$ cat config.mk
export PLATFORM = sky130hd
export DESIGN_NAME = usbav_top
export DESIGN_NICKNAME = d
export VERILOG_FILES = /design/src/usbav_prio_enc.v /design/src/usbav_top.v
export VERILOG_INCLUDE_DIRS = /design/src /design/src/src
export SDC_FILE = /design/constraint.sdc
export NUM_CORES = 1
export LEC_CHECK = 0
export ABC_AREA = 1
export BUFFER_PORTS_ARGS = -buffer_cell sky130_fd_sc_hd__buf_2
export CAP_MARGIN = 10
export CORE_AREA = 4 4 100 83
export CTS_CLUSTER_SIZE = 30
export DETAILED_ROUTE_END_ITERATION = 10
export DIE_AREA = 0 0 104 87
export HOLD_SLACK_MARGIN = 0.02
export MAX_ROUTING_LAYER = met4
export PLACE_DENSITY = 0.89
export SYNTH_ARGS = -nofsm -noshare
export SYNTH_HDL_FRONTEND = slang
export SYNTH_SLANG_ARGS = --single-unit
$ cat constraint.sdc
create_clock -name clock_i -period 3.3 [get_ports clock_i]
set_input_delay 0.33 -clock clock_i [delete_from_list [all_inputs] [get_ports clock_i]]
set_output_delay 0.33 -clock clock_i [all_outputs]
set_load 0.05 [all_outputs]
$ cat src/usbav_regs.vh
// Constants for the USB and FIFO interrupt autovector block
`ifndef USBAV_REGS_VH
`define USBAV_REGS_VH

// ****************************************
// Source counts
// ****************************************
`define USBAV_USB_SRC_N      27
`define USBAV_FIFO_SRC_N     14

// ****************************************
// Code addresses of the USB interrupt entry
// ****************************************
`define USBAV_USB_ENTRY      16'h0043
`define USBAV_USB_PAGE_ADDR  16'h0044
`define USBAV_USB_VEC_ADDR   16'h0045

// ****************************************
// FIFO entry default and vector layout
// ****************************************
`define USBAV_FIFO_ENTRY     16'h0053
`define USBAV_FIFO_VEC_BASE  8'h80
`define USBAV_USB_VEC_BASE   8'h00
`define USBAV_VEC_SHIFT      2

// ****************************************
// USB source positions (priority minus one)
// ****************************************
`define USBAV_SRC_SETUP_DATA 0
`define USBAV_SRC_SOF        1
`define USBAV_SRC_SETUP_TOK  2
`define USBAV_SRC_SUSPEND    3
`define USBAV_SRC_BUS_RESET  4
`define USBAV_SRC_RSVD_A     5
`define USBAV_SRC_HS_ACK     6
`define USBAV_SRC_RSVD_B     7
`define USBAV_SRC_EP0_IN     8
`define USBAV_SRC_EP0_OUT    9
`define USBAV_SRC_EP1_IN     10
`define USBAV_SRC_EP1_OUT    11
`define USBAV_SRC_EP2        12
`define USBAV_SRC_IN_NAK     16
`define USBAV_SRC_EXTRA      17
`define USBAV_USB_RSVD_MASK  27'h00000A0

`endif

$ cat src/usbav_prio_enc.v
// Priority encoder that turns pending sources into a vector byte
`timescale 1ns/1ps
`default_nettype none

module usbav_prio_enc #(
    parameter       N     = 27,
    parameter       IW    = 5,
    parameter [7:0] BASE  = 8'h00,
    parameter       SHIFT = 2
) (
    // Pending sources, bit 0 is the highest priority
    input  wire [N-1:0] pend_i,
    // Result
    output reg          any_o,
    output reg  [7:0]   vec_o
);

    reg [IW-1:0] idx;
    integer      i;

    // Scan downward so the lowest set index is the last to win
    always @* begin
        idx   = {IW{1'b0}};
        any_o = 1'b0;
        for (i = N - 1; i >= 0; i = i - 1) begin
            if (pend_i[i]) begin
                idx   = i[IW-1:0];
                any_o = 1'b1;
            end
        end
        vec_o = BASE + ({{(8-IW){1'b0}}, idx} << SHIFT);
    end

endmodule
`default_nettype wire

$ cat src/usbav_top.v
// USB and FIFO interrupt gathering with autovector substitution
//
// Contract
// - Merge 27 USB sources into one line and 14 FIFO sources into another.
// - USB interrupt pushes PC and branches to code address 0x0043.
// - With USB autovector enabled, fetch at 0x0045 returns the USB vector byte.
// - FIFO interrupt gets same substitution with priority-ordered vectors for 14 sources.
// - USB vectors step by four: setup data 00, SOF 04, token 08, suspend 0C, reset 10.
// - Control handshake acknowledged is priority 7, vector 18.
// - Endpoint 0 IN 20, OUT 24; endpoint 1 IN 28, OUT 2C.
// - Endpoints 2, 4, 6, 8 buffer events use vectors 30 to 3C, priorities 13-16.
// - IN bulk NAK on any IN endpoint is priority 17, vector 40.
`timescale 1ns/1ps
`default_nettype none
`include "usbav_regs.vh"

module usbav_top #(
    parameter        USB_N      = `USBAV_USB_SRC_N,
    parameter        FIFO_N     = `USBAV_FIFO_SRC_N,
    parameter [15:0] FIFO_ENTRY = `USBAV_FIFO_ENTRY
) (
    // Clock and reset
    input  wire                clock_i,
    input  wire                rst_i,
    // Named USB events, one-cycle pulses
    input  wire                setup_data_available_i,
    input  wire                sof_i,
    input  wire                setup_token_received_i,
    input  wire                suspend_i,
    input  wire                bus_reset_i,
    input  wire                control_handshake_acked_i,
    input  wire                ep0_in_ready_i,
    input  wire                ep0_out_data_i,
    input  wire                ep1_in_ready_i,
    input  wire                ep1_out_data_i,
    input  wire [3:0]          ep_buffer_event_i,
    input  wire                in_bulk_nak_i,
    input  wire [USB_N-18:0]   usb_extra_event_i,
    // FIFO and programmable interface events
    input  wire [FIFO_N-1:0]   fifo_event_i,
    // Firmware side control
    input  wire [USB_N-1:0]    usb_enable_i,
    input  wire [USB_N-1:0]    usb_clear_i,
    input  wire [FIFO_N-1:0]   fifo_enable_i,
    input  wire [FIFO_N-1:0]   fifo_clear_i,
    input  wire                usb_autovector_enable_i,
    input  wire                fifo_autovector_enable_i,
    // Core interrupt entry
    input  wire                irq_take_i,
    // Core code fetch path
    input  wire                code_rd_i,
    input  wire [15:0]         code_addr_i,
    input  wire [7:0]          code_data_i,
    // Interrupt lines
    output reg                 usb_interrupt_line_o,
    output reg                 fifo_interrupt_line_o,
    // Entry request to the core
    output reg                 entry_req_o,
    output reg                 push_pc_o,
    output reg  [15:0]         entry_addr_o,
    // Vectors and fetched byte
    output reg  [7:0]          usb_vector_byte_o,
    output reg  [7:0]          fifo_vector_byte_o,
    output reg                 code_valid_o,
    output reg  [7:0]          code_data_o,
    // Pending state
    output reg  [USB_N-1:0]    usb_pending_o,
    output reg  [FIFO_N-1:0]   fifo_pending_o
);

    // ****************************************
    // Source assembly
    // ****************************************
    wire [USB_N-1:0] usb_event;
    wire [USB_N-1:0] usb_pend_d;
    wire [FIFO_N-1:0] fifo_pend_d;
    wire             usb_any;
    wire             fifo_any;
    wire [7:0]       usb_vec;
    wire [7:0]       fifo_vec;
    wire             usb_sub;
    wire             fifo_sub;

    // Positions 5 and 7 stay empty: their vectors 14 and 1C are reserved
    // Sources 18 to 27 continue the four-byte steps past vector 40
    assign usb_event = {usb_extra_event_i,
                        in_bulk_nak_i,
                        ep_buffer_event_i,
                        ep1_out_data_i,
                        ep1_in_ready_i,
                        ep0_out_data_i,
                        ep0_in_ready_i,
                        1'b0,
                        control_handshake_acked_i,
                        1'b0,
                        bus_reset_i,
                        suspend_i,
                        setup_token_received_i,
                        sof_i,
                        setup_data_available_i};

    // ****************************************
    // Sticky pending bits
    // ****************************************
    // A new event beats a clear in the same cycle
    // Reserved positions stay masked even if a wider event word is built
    assign usb_pend_d  = ((usb_pending_o & ~usb_clear_i) | usb_event)
                         & ~`USBAV_USB_RSVD_MASK;
    assign fifo_pend_d = (fifo_pending_o & ~fifo_clear_i) | fifo_event_i;

    always @(posedge clock_i or posedge rst_i) begin
        if (rst_i) begin
            usb_pending_o  <= {USB_N{1'b0}};
            fifo_pending_o <= {FIFO_N{1'b0}};
        end else begin
            usb_pending_o  <= usb_pend_d;
            fifo_pending_o <= fifo_pend_d;
        end
    end

    // ****************************************
    // Priority encoding
    // ****************************************
    // Only enabled pending sources compete for the vector
    usbav_prio_enc #(
        .N     (USB_N),
        .IW    (5),
        .BASE  (`USBAV_USB_VEC_BASE),
        .SHIFT (`USBAV_VEC_SHIFT)
    ) u_usb_enc (
        .pend_i (usb_pending_o & usb_enable_i),
        .any_o  (usb_any),
        .vec_o  (usb_vec)
    );

    usbav_prio_enc #(
        .N     (FIFO_N),
        .IW    (4),
        .BASE  (`USBAV_FIFO_VEC_BASE),
        .SHIFT (`USBAV_VEC_SHIFT)
    ) u_fifo_enc (
        .pend_i (fifo_pending_o & fifo_enable_i),
        .any_o  (fifo_any),
        .vec_o  (fifo_vec)
    );

    // ****************************************
    // Registered lines and vectors
    // ****************************************
    // Registered so the core never sees a vector settle mid-fetch
    always @(posedge clock_i or posedge rst_i) begin
        if (rst_i) begin
            usb_interrupt_line_o  <= 1'b0;
            fifo_interrupt_line_o <= 1'b0;
            usb_vector_byte_o     <= 8'h00;
            fifo_vector_byte_o    <= 8'h00;
        end else begin
            usb_interrupt_line_o  <= usb_any;
            fifo_interrupt_line_o <= fifo_any;
            usb_vector_byte_o     <= usb_vec;
            fifo_vector_byte_o    <= fifo_vec;
        end
    end

    // ****************************************
    // Interrupt entry
    // ****************************************
    // USB line wins when both are up; the core then handles FIFO next
    // A take with no line up is ignored and the address holds
    always @(posedge clock_i or posedge rst_i) begin
        if (rst_i) begin
            entry_req_o  <= 1'b0;
            push_pc_o    <= 1'b0;
            entry_addr_o <= 16'h0000;
        end else begin
            entry_req_o <= 1'b0;
            push_pc_o   <= 1'b0;
            if (irq_take_i && usb_interrupt_line_o) begin
                entry_req_o  <= 1'b1;
                push_pc_o    <= 1'b1;
                entry_addr_o <= `USBAV_USB_ENTRY;
            end else if (irq_take_i && fifo_interrupt_line_o) begin
                entry_req_o  <= 1'b1;
                push_pc_o    <= 1'b1;
                entry_addr_o <= FIFO_ENTRY;
            end
        end
    end

    // ****************************************
    // Code fetch substitution
    // ****************************************
    // Page byte at entry+1 always passes through from memory
    // Any fetch of the vector address is replaced, not only one after
    // an entry: firmware must keep other code away from it
    // A source arriving between entry and fetch can still move the vector
    assign usb_sub  = usb_autovector_enable_i
                      && (code_addr_i == `USBAV_USB_VEC_ADDR);
    assign fifo_sub = fifo_autovector_enable_i
                      && (code_addr_i == FIFO_ENTRY + 16'h0002);

    // Answer lands one cycle after the request
    always @(posedge clock_i or posedge rst_i) begin
        if (rst_i) begin
            code_valid_o <= 1'b0;
            code_data_o  <= 8'h00;
        end else begin
            code_valid_o <= code_rd_i;
            if (code_rd_i) begin
                if (usb_sub) begin
                    code_data_o <= usb_vector_byte_o;
                end else if (fifo_sub) begin
                    code_data_o <= fifo_vector_byte_o;
                end else begin
                    code_data_o <= code_data_i;
                end
            end
        end
    end

endmodule
`default_nettype wire

* Word level (Yosys, flattened, before mapping)
Index checks and enable logic that the tools add are counted.
Storage, ports and cells: register bits after elaboration 80, bits in latches 0, bits in writable memories 0, ROM bits 0, bits of input ports 151, word-level logic and storage cells 114, memories kept 0
Operators by class: add/sub/neg operators 1, $mul 0, div/mod/pow operators 0, order comparisons 0, eq/ne operators 2, shift-type cells 0, muxes and demuxes 88, bitwise logic cells 8, reductions and logical operators 5
Operators by type and width (count):
- $mux 5 | 27
- $mux 4 | 14
- $and 27x27->27 | 2
- $mux 1 | 43
- $eq 16x7->1 const B | 2
- $mux 16 | 2
- $and 14x14->14 | 2
- $not 27->27 | 1
- $or 27x27->27 | 1
- $mux 8 | 2
- $not 14->14 | 1
- $or 14x14->14 | 1
- $add 8x6->8 const A | 1
- $logic_and 1x1->1 | 4
- $reduce_bool 2->1 | 1

* Logic depth before layout (Yosys ltp)
Gate-level depths: netlist (run 1).
depth after elaboration 28, gate-level depth with buffers 22, mapped depth without buffers 22

* Modules after synthesis
Synthesis (run 1) repeated with hierarchy kept, for this count alone.
Unflattened totals: cell total of the unflattened synthesis 496, area total of the unflattened synthesis 3822.4 um2
By module, submodules not included:
- usbav_top | times used 1, cells each 356, area an instance 3158.0 um2
- usbav_prio_enc (u_usb_enc) | times used 1, cells each 94, area an instance 426.7 um2
- usbav_prio_enc (u_fifo_enc) | times used 1, cells each 46, area an instance 237.7 um2

* Worst setup path before layout (run 1)
OpenSTA, ideal clock, no wires.
path type flip-flop to flip-flop, from reg usb_pending_o[25], to reg usb_vector_byte_o[2], library setup time 0.077 ns, arrival 1.770 ns, required time 3.223 ns, setup slack 1.453 ns, stages on the path, launching flop included 23, buffers on the path 0, cell sequence dfrtp_1 nand2_1 inv_1 nand2_1 nand2_1 nand2_1 nand2_1 nand2_1 nand2_1 nand2_1 nand2_1 nand2_1 nand2_1 nand2_1 nand2_1 nand2_1 nand2_1 nand2_1 nand2_1 nand2_1 nand2_1 nand2_1 a21oi_1
Between the ends: word-level cells in the longest chain between the ends 27
RTL lines:
- start: declaration | line usbav_top.v:67 | output reg [USB_N-1:0] usb_pending_o,
- start signal: assignment | line usbav_top.v:113 | usb_pending_o <= {USB_N{1'b0}};
- start signal: assignment | line usbav_top.v:116 | usb_pending_o <= usb_pend_d;
- $and 27x27->27 | line usbav_top.v:131 | .pend_i (usb_pending_o & usb_enable_i),
- $mux 5 (26 in a row) | line usbav_prio_enc.v:26 | if (pend_i[i]) begin
- named net u_usb_enc.idx[0] | line usbav_prio_enc.v:18 | reg [IW-1:0] idx;
- end signal: assignment | line usbav_top.v:160 | usb_vector_byte_o <= usb_vec;
- end: declaration | line usbav_top.v:62 | output reg [7:0] usb_vector_byte_o,
The timed path passes the listed nets, and every way through them passes these cells. A chain may end at the register's enable or synchronous reset.

* Final worst setup path (run 1)
Ends and elaborated chain as after synthesis.

==> impl_metrics.csv, run 1 <==
group,metric,value,unit
outcome,status,"finished clean",
synth,synth_top_area_cell,"dfrtp_1",
clock_network,cts-resized-gates,0,
global_route,grt_pass1_wl,13.9,mm
worst_setup_path,crit_arrival,1900,ps
worst_setup_path,worst_path_max_delay_cell,"dfrtp_1",
worst_setup_path,worst_ep_required_time,3510,ps
worst_setup_path,worstSetupStartpointType,"flip-flop",
clock_network,h-tree-depth,3,
clock_network,path_clk_slew,70,ps
place,dpl_worst_slack,1440,ps
floorplan,fp.dieW,104,um
hold_path,worstHoldPathType,"in -> reg",
timing,relSlewSlack,40.0,%
timing,finalCritPeriodShare,51.2,%
place,place.gp.congestion,0.814,
worst_setup_path,worstSetupEndpoint,"usb_vector_byte_o[2]",
timing,maxSlewViolCount,0,
finish,fill_cells,654,
pwr,switchingPower,0.000709,W
clock_network,holdBufCountCts,0,
synth,yosysTopAreaCellShare,51.6,%
finish,final_area,4300,um^2
pwr,comb_power_share,27.6,%
detailed_routing,route.detailed.wl_per_inst,13.4,um
floorplan,dieArea,9050,um^2
detailed_routing,routed_wl,8.92,mm
pwr,power_frac_clock,28.7,%
clock_network,cts.path.max_buffers,2,
worst_setup_path,path_buf_inv,1,
place,post-place-cells,649,
timing,rsz0062_at_grt,"no",
synth,post-synth-top-count-cell,"nand2_1",
synth,yosys_register_bits,63,
pwr,intPower,0.00127,W
worst_setup_path,startpoint,"usb_pending_o[25]",
synth,syn-mean-instance-area,8.70,um^2
global_route,grt_pass1_vias,3046,
worst_setup_path,r2r-start,"usb_pending_o[25]",
timing,worst_pin_slew,899,ps
floorplan,coreArea,7290,um^2
synth,synth_ff_type,"dfrtp_1",
worst_setup_path,cp_top_family,"simple AND/OR/NAND/NOR gates",
finish,finalNonFillerCells,664,
job,maxCapViolCount,0,
detailed_routing,vias,2997,
worst_setup_path,rr_worst_depth,22,
worst_setup_path,cp_common_cell,"nand2_1",
synth,ys_warn_count,0,
timing,timing.fmax,0.592,GHz
pwr,swShare,35.9,%
pwr,leakagePower,2.60,nW
floorplan,top_level_ports,237,
floorplan,core.rowCount,28,
global_route,antenna_found_initial,0,
pwr,vdd_drop_max,0.277,mV
place,port_buffers,212,
worst_setup_path,slowest_delay,390,ps
worst_setup_path,r2r_slack,1610,ps
worst_setup_path,critPathCaptureType,"flip-flop",
clock_network,cts_made_buffers,9,
detailed_routing,drc,0,
synth,synthCells,351,
floorplan,start_util,41.9,%
detailed_routing,first_iter_violations,58,
finish,area_growth,40.6,%
synth,ys_types,28,
timing,final-hold-violation-count,0,
detailed_routing,ant_nets,0,
timing,clock_skew,4.95,ps
clock_network,clock-sinks,63,
place,placed_cell_area,4130,um^2
global_route,grt_util_all_layers,19.9,%
clock_network,tritoncts,"yes",
pwr,seqPwrFrac,43.6,%
synth,netlist_area,3060,um^2
finish,drive_above_1_share,40.6,%
finish,finalNetCount,721,
pwr,power,0.00198,W
synth,ys_top_cells_by_count,"93 x nand2_1, 63 x dfrtp_1, 54 x inv_1",
global_route,grt_max_degree,44,
synth,synth_area_leaders,"dfrtp_1 52%, nand2_1 11%, o21bai_1 9.8%, inv_1 6.6%, buf_4 5.7%",
synth,synth_edf_count,0,
timing,setup_slack,1610,ps
global_route,grt_remaining_overflow,0,
detailed_routing,drtPass1Iterations,4,
timing,setup_tns,0,ps
worst_setup_path,worstPathMaxFanout,3,
timing,fin_crit,1690,ps
finish,n_antenna_cell,0,
worst_setup_path,cp.depth,22,
clock_network,cts_setup_buffers,0,
timing,finalSetupViolations,0,
pwr,power_density,460,nW/um^2
worst_setup_path,crit_chain,"nand2_1 -> inv_1 -> nand2_1 -> nand2_1 -> nand2_1 -> nand2_1 -> nand2_1 -> nand2_1 -> nand2_1 -> nand2_1 -> nand2_1 -> nand2_1 -> nand2_1 -> nand2_1 -> nand2_1 -> nand2_1 -> nand2_1 -> nand2_1 -> nand2_1 -> nand2_1 -> nand2_1 -> a21oi_1",
clock_network,clk_latency,320,ps
worst_setup_path,path_class,"reg -> reg",
place,hpwlAfterDp,7.59,mm
synth,async_flop_share,100,%
detailed_routing,viasPerCell,4.51,
floorplan,die_h,87,um
clock_network,clock-root-buffer,"clkbuf_8",
worst_setup_path,rr_endpoint,"usb_vector_byte_o[2]",
synth,ys_seq_area_share,51.6,%
[layout by cell type (no fill, tap or decap), drive strengths merged, types with 3 or more instances in the layout]
cell type and n:
inv 55, buf 213, nand2 94, mux2i 5, nand3 9, o21bai 40, nor3b 4, dfrtp 63
clkinv 3, nor2 18, conb 21, a21oi 10, clkbuf 11, o21ai 9, nor4 4
[per-stage QoR]
stage,hold slack [ps],utilization (%)
global route,159,58.9
detailed placement,461,56.7
finish,174,58.9
floorplan,361,-
global placement,463,56.7
CTS,153,58.9
[worst min path at each step]
stage | startpoint | end | slack [ps] | depth (start not counted)
after global placement | code_data_o[7] | code_data_o[7] | 460 | 2
after global routing | fifo_clear_i[12] | fifo_pending_o[12] | 160 | 2
after floorplan | code_rd_i | code_valid_o | 360 | 0
after detailed placement | code_data_o[7] | code_data_o[7] | 460 | 2
after CTS | usb_clear_i[3] | usb_pending_o[3] | 150 | 2
final | usb_clear_i[3] | usb_pending_o[3] | 170 | 2
[worst register-to-register path, delay by kind of cell (launching register included)]
kind	cells	cell delay [ps]
flops	1	390
buf+inv	1	50
compound gates	1	60
simple gates	20	1050
[cell type report]
| type | instances | area, um^2 | area share (%) |
|---|---|---|---|
| Tap cell | 90 | 113 | 2.62 |
| Clock inverter | 4 | 22.5 | 0.524 |
| Clock buffer | 11 | 141 | 3.29 |
| Sequential cell | 63 | 1580 | 36.7 |
| Multi-Input combinational cell | 228 | 1170 | 27.2 |
| Inverter | 55 | 206 | 4.81 |
| Timing Repair Buffer | 213 | 1070 | 24.9 |
[power groups by stage]
stage | Combinational [W] | Sequential [W] | Clock (W)
finish | 0.000546 | 0.000862 | 0.000567
CTS | 0.000550 | 0.000862 | 0.000592
floorplan | 0.000201 | 0.00106 | 0
detailed placement | 0.000549 | 0.000876 | 0
global route | 0.000589 | 0.000869 | 0.000619
global placement | 0.000538 | 0.000873 | 0
[metal layers]
layer	GRT usage (%)	up-vias	share of wire, %
li1	-	1509	-
met1	20.8	1330	38
met2	36.1	145	52
met3	6.00	13	8.4
met4	6.76	0	1.5
met5	-	-	0
[flip-flops by register name, summed over array words and instances, names as in the netlist, 2 cells and up]
signal / count
entry_addr_o: 2
code_data_o: 8
fifo_vector_byte_o: 5
usb_pending_o: 25
usb_vector_byte_o: 5
fifo_pending_o: 14
[cell families after synthesis]
family	count (synthesis)	synth area share (%)
other	2	0.246
multiplexers	5	1.64
AND/OR/NAND/NOR	134	18.7
flip-flops	63	51.6
AO/OA/AOI/OAI	68	15.3
buffers and inverters	79	12.5
No activity file was read; power rests on OpenSTA's default activity.
==> inputs of run 2 (changes only) <==
--- a/config.mk
+++ b/config.mk
@@ -6,16 +6,16 @@
 export SDC_FILE = /design/constraint.sdc
 export NUM_CORES = 1
 export LEC_CHECK = 0
-export ABC_AREA = 1
+export ABC_AREA = 0
 export BUFFER_PORTS_ARGS = -buffer_cell sky130_fd_sc_hd__buf_2
 export CAP_MARGIN = 10
-export CORE_AREA = 4 4 100 83
+export CORE_AREA = 4 4 110 91
 export CTS_CLUSTER_SIZE = 30
 export DETAILED_ROUTE_END_ITERATION = 10
-export DIE_AREA = 0 0 104 87
+export DIE_AREA = 0 0 114 95
 export HOLD_SLACK_MARGIN = 0.02
 export MAX_ROUTING_LAYER = met4
-export PLACE_DENSITY = 0.89
+export PLACE_DENSITY = 0.8
 export SYNTH_ARGS = -nofsm -noshare
 export SYNTH_HDL_FRONTEND = slang
 export SYNTH_SLANG_ARGS = --single-unit
==> constraint.sdc (replaced) <==
create_clock -name clock_i -period 1.45 [get_ports clock_i]
set_input_delay 0.145 -clock clock_i [delete_from_list [all_inputs] [get_ports clock_i]]
set_output_delay 0.145 -clock clock_i [all_outputs]
set_load 0.05 [all_outputs]
==> impl_metrics.csv, run 2 <==
group,metric,value,unit
synth,synth_compound_area_share,22.0,%
detailed_routing,route.detailed.wl_per_inst,15.2,um
timing,maxSlewViolCount,0,
pwr,switchingPower,0.00178,W
place,post-place-cells,646,
synth,yosysTopAreaCellShare,50.2,%
finish,regMostFlops,"usb_pending_o",
floorplan,die_h,95,um
detailed_routing,first_iter_violations,138,
synth,synth_top_area_cell,"dfrtp_1",
worst_setup_path,startpoint,"usb_pending_o[16]",
synth,synth_top_family_by_area,"compound AO/OA/AOI/OAI gates",
job,maxCapViolCount,0,
synth,yosys_register_bits,63,
synth,synth_edf_count,0,
detailed_routing,drtPass1Iterations,4,
finish,n_antenna_cell,0,
pwr,power_frac_clock,37.7,%
pwr,seqPwrFrac,36.1,%
worst_setup_path,worstSetupEndpoint,"usb_vector_byte_o[3]",
worst_setup_path,crit_arrival,1700,ps
outcome,violations,"negative setup slack",
clock_network,clk_latency,320,ps
synth,synth_ff_type,"dfrtp_1",
finish,finalNetCount,739,
finish,mostFrequentLayoutCells,"212 x buf_2, 52 x dfrtp_1, 43 x inv_1",
floorplan,core.rowCount,31,
synth,async_flop_share,100,%
hold_path,worstHoldPathType,"in -> reg",
detailed_routing,vias,3427,
global_route,grt_remaining_overflow,0,
timing,setup_tns,-22.8,ps
clock_network,clock-sinks,63,
global_route,grt_pass1_vias,3469,
timing,rsz0062_at_grt,"yes",
floorplan,start_util,35.2,%
synth,ys_warn_count,0,
synth,synth_area_leaders,"dfrtp_1 50%, a21o_1 9.3%, buf_4 5.5%, inv_1 5.3%, nand2_1 4.2%",
floorplan,top_level_ports,237,
pwr,swShare,32.2,%
worst_setup_path,rr_endpoint,"usb_vector_byte_o[3]",
finish,final_area,5100,um^2
synth,ys_types,44,
place,port_buffers,212,
finish,reg_top3,"usb_pending_o: 25 flops, fifo_pending_o: 14 flops, code_data_o: 8 flops",
timing,timing.fmax,0.679,GHz
pwr,intPower,0.00375,W
synth,ys_seq_area_share,50.2,%
worst_setup_path,worstPathMaxFanout,4,
floorplan,coreArea,8920,um^2
detailed_routing,routed_wl,10.8,mm
clock_network,cts.path.max_buffers,2,
finish,drive_above_1_share,46.2,%
synth,syn-mean-instance-area,9.87,um^2
detailed_routing,ant_nets,0,
place,place.gp.congestion,0.827,
synth,muxShareOfSynthArea,0,%
worst_setup_path,critPathCaptureType,"flip-flop",
timing,finalCritPeriodShare,102,%
outcome,status,"finished, violations left",
synth,netlist_area,3140,um^2
worst_setup_path,rr_worst_depth,5,
place,hpwlAfterDp,8.21,mm
global_route,antenna_found_initial,0,
clock_network,path_clk_slew,60,ps
clock_network,cts_made_buffers,9,
pwr,leakagePower,2.73,nW
place,placed_cell_area,4310,um^2
timing,final-hold-violation-count,0,
pwr,power_density,1080,nW/um^2
detailed_routing,drc,0,
timing,finalSetupViolations,1,
pwr,vdd_drop_max,0.561,mV
synth,synthAdderAreaFrac,0,%
worst_setup_path,worst_ep_required_time,1680,ps
global_route,grt_max_degree,33,
worst_setup_path,worstSetupStartpointType,"flip-flop",
synth,ys_top_cells_by_count,"63 x dfrtp_1, 44 x inv_1, 39 x a21o_1",
floorplan,fp.dieW,114,um
timing,fin_crit,1470,ps
finish,largest_reg_flops,25,
detailed_routing,viasPerCell,4.84,
global_route,grt_util_all_layers,19.9,%
worst_setup_path,r2r-start,"usb_pending_o[16]",
worst_setup_path,r2r_slack,-20,ps
clock_network,clock-root-buffer,"clkbuf_16",
finish,area_growth,62.4,%
synth,synth_simple_gate_area_share,16.6,%
clock_network,h-tree-depth,3,
clock_network,tritoncts,"yes",
synth,synthCells,318,
finish,mostFrequentLayoutCell,"buf_2",
pwr,comb_power_share,26.1,%
synth,post-synth-top-count-cell,"dfrtp_1",
worst_setup_path,path_class,"reg -> reg",
synth,synthXorXnorAreaFrac,0,%
timing,setup_slack,-22.8,ps
finish,finalNonFillerCells,708,
floorplan,dieArea,10800,um^2
global_route,grt_pass1_wl,16.5,mm
timing,clock_skew,9.82,ps
==> run 2: timing repair <==
action	CTS	global route
hold buffers	39	0
setup endpoints to repair	3	6
resized for setup	3	7
endpoints found under the hold margin	101	0
pin swaps	4	2
buffers inserted	3	4
==> run 2: metal layers <==
metal | global-route usage [%] | wire length, um
met5 | - | 0
met4 | 7.42 | 243
met3 | 5.06 | 901
met2 | 35.3 | 5630
met1 | 21.7 | 3980
==> run 2: worst min-delay path by stage <==
stage / startpoint / endpoint / slack [ps] / cells past startpoint
6_report: control_handshake_acked_i / usb_pending_o[6] / 30 / 2
2_1_floorplan: code_rd_i / code_valid_o / 180 / 0
3_3_place_gp: rst_i / fifo_pending_o[3] / 270 / 3
3_5_place_dp: rst_i / fifo_pending_o[3] / 280 / 3
4_1_cts: bus_reset_i / usb_pending_o[4] / 20 / 2
5_1_grt: control_handshake_acked_i / usb_pending_o[6] / 20 / 2
==> run 2: cells by family (layout without fill, tap and decap cells) <==
| kind of cell | Yosys count | count (layout) |
|---|---|---|
| AO/OA/AOI/OAI | 95 | 95 |
| AND/OR/NAND/NOR | 90 | 90 |
| buffers and inverters | 68 | 324 |
| flip-flops | 63 | 63 |
| other | 2 | 21 |
==> run 2: critical path, stage by stage, from the launching register on <==
cell,delay (ps)
dfrtp_2,420
a22o_1,240
a221o_1,350
nor2_2,130
o31ai_2,80
a31oi_1,160
==> run 2: area by class of cell <==
type,instances,area [um^2]
fillers,780,3820
multi-input cells,206,1350
inverters,44,169
clock inverters,4,47.5
repair buffers,264,1550
clock buffers,12,246
well taps,115,144
flip-flops and latches,63,1590
==> run 2: stage by stage <==
stage / power [W] / worst slack [ps] / utilization [%] / hold WS, ps
3_3_place_gp: 0.00331 / -0.574 / 48.3 / 273
5_1_grt: 0.00576 / -87.3 / 57.1 / 22.3
2_1_floorplan: 0.00291 / 1.01 / - / 176
3_5_place_dp: 0.00333 / -69.6 / 48.3 / 276
6_report: 0.00553 / -22.8 / 57.1 / 31.6
4_1_cts: 0.00554 / 1.99 / 56.4 / 21.8
==> run 2: power groups by stage <==
stage               clock [W]  sequential, W  combinational (W)
floorplan                   0        0.00244           0.000471
global placement            0        0.00202            0.00129
detailed placement          0        0.00203            0.00131
CTS                   0.00214        0.00200            0.00141
global route          0.00221        0.00202            0.00154
finish                0.00209        0.00200            0.00144
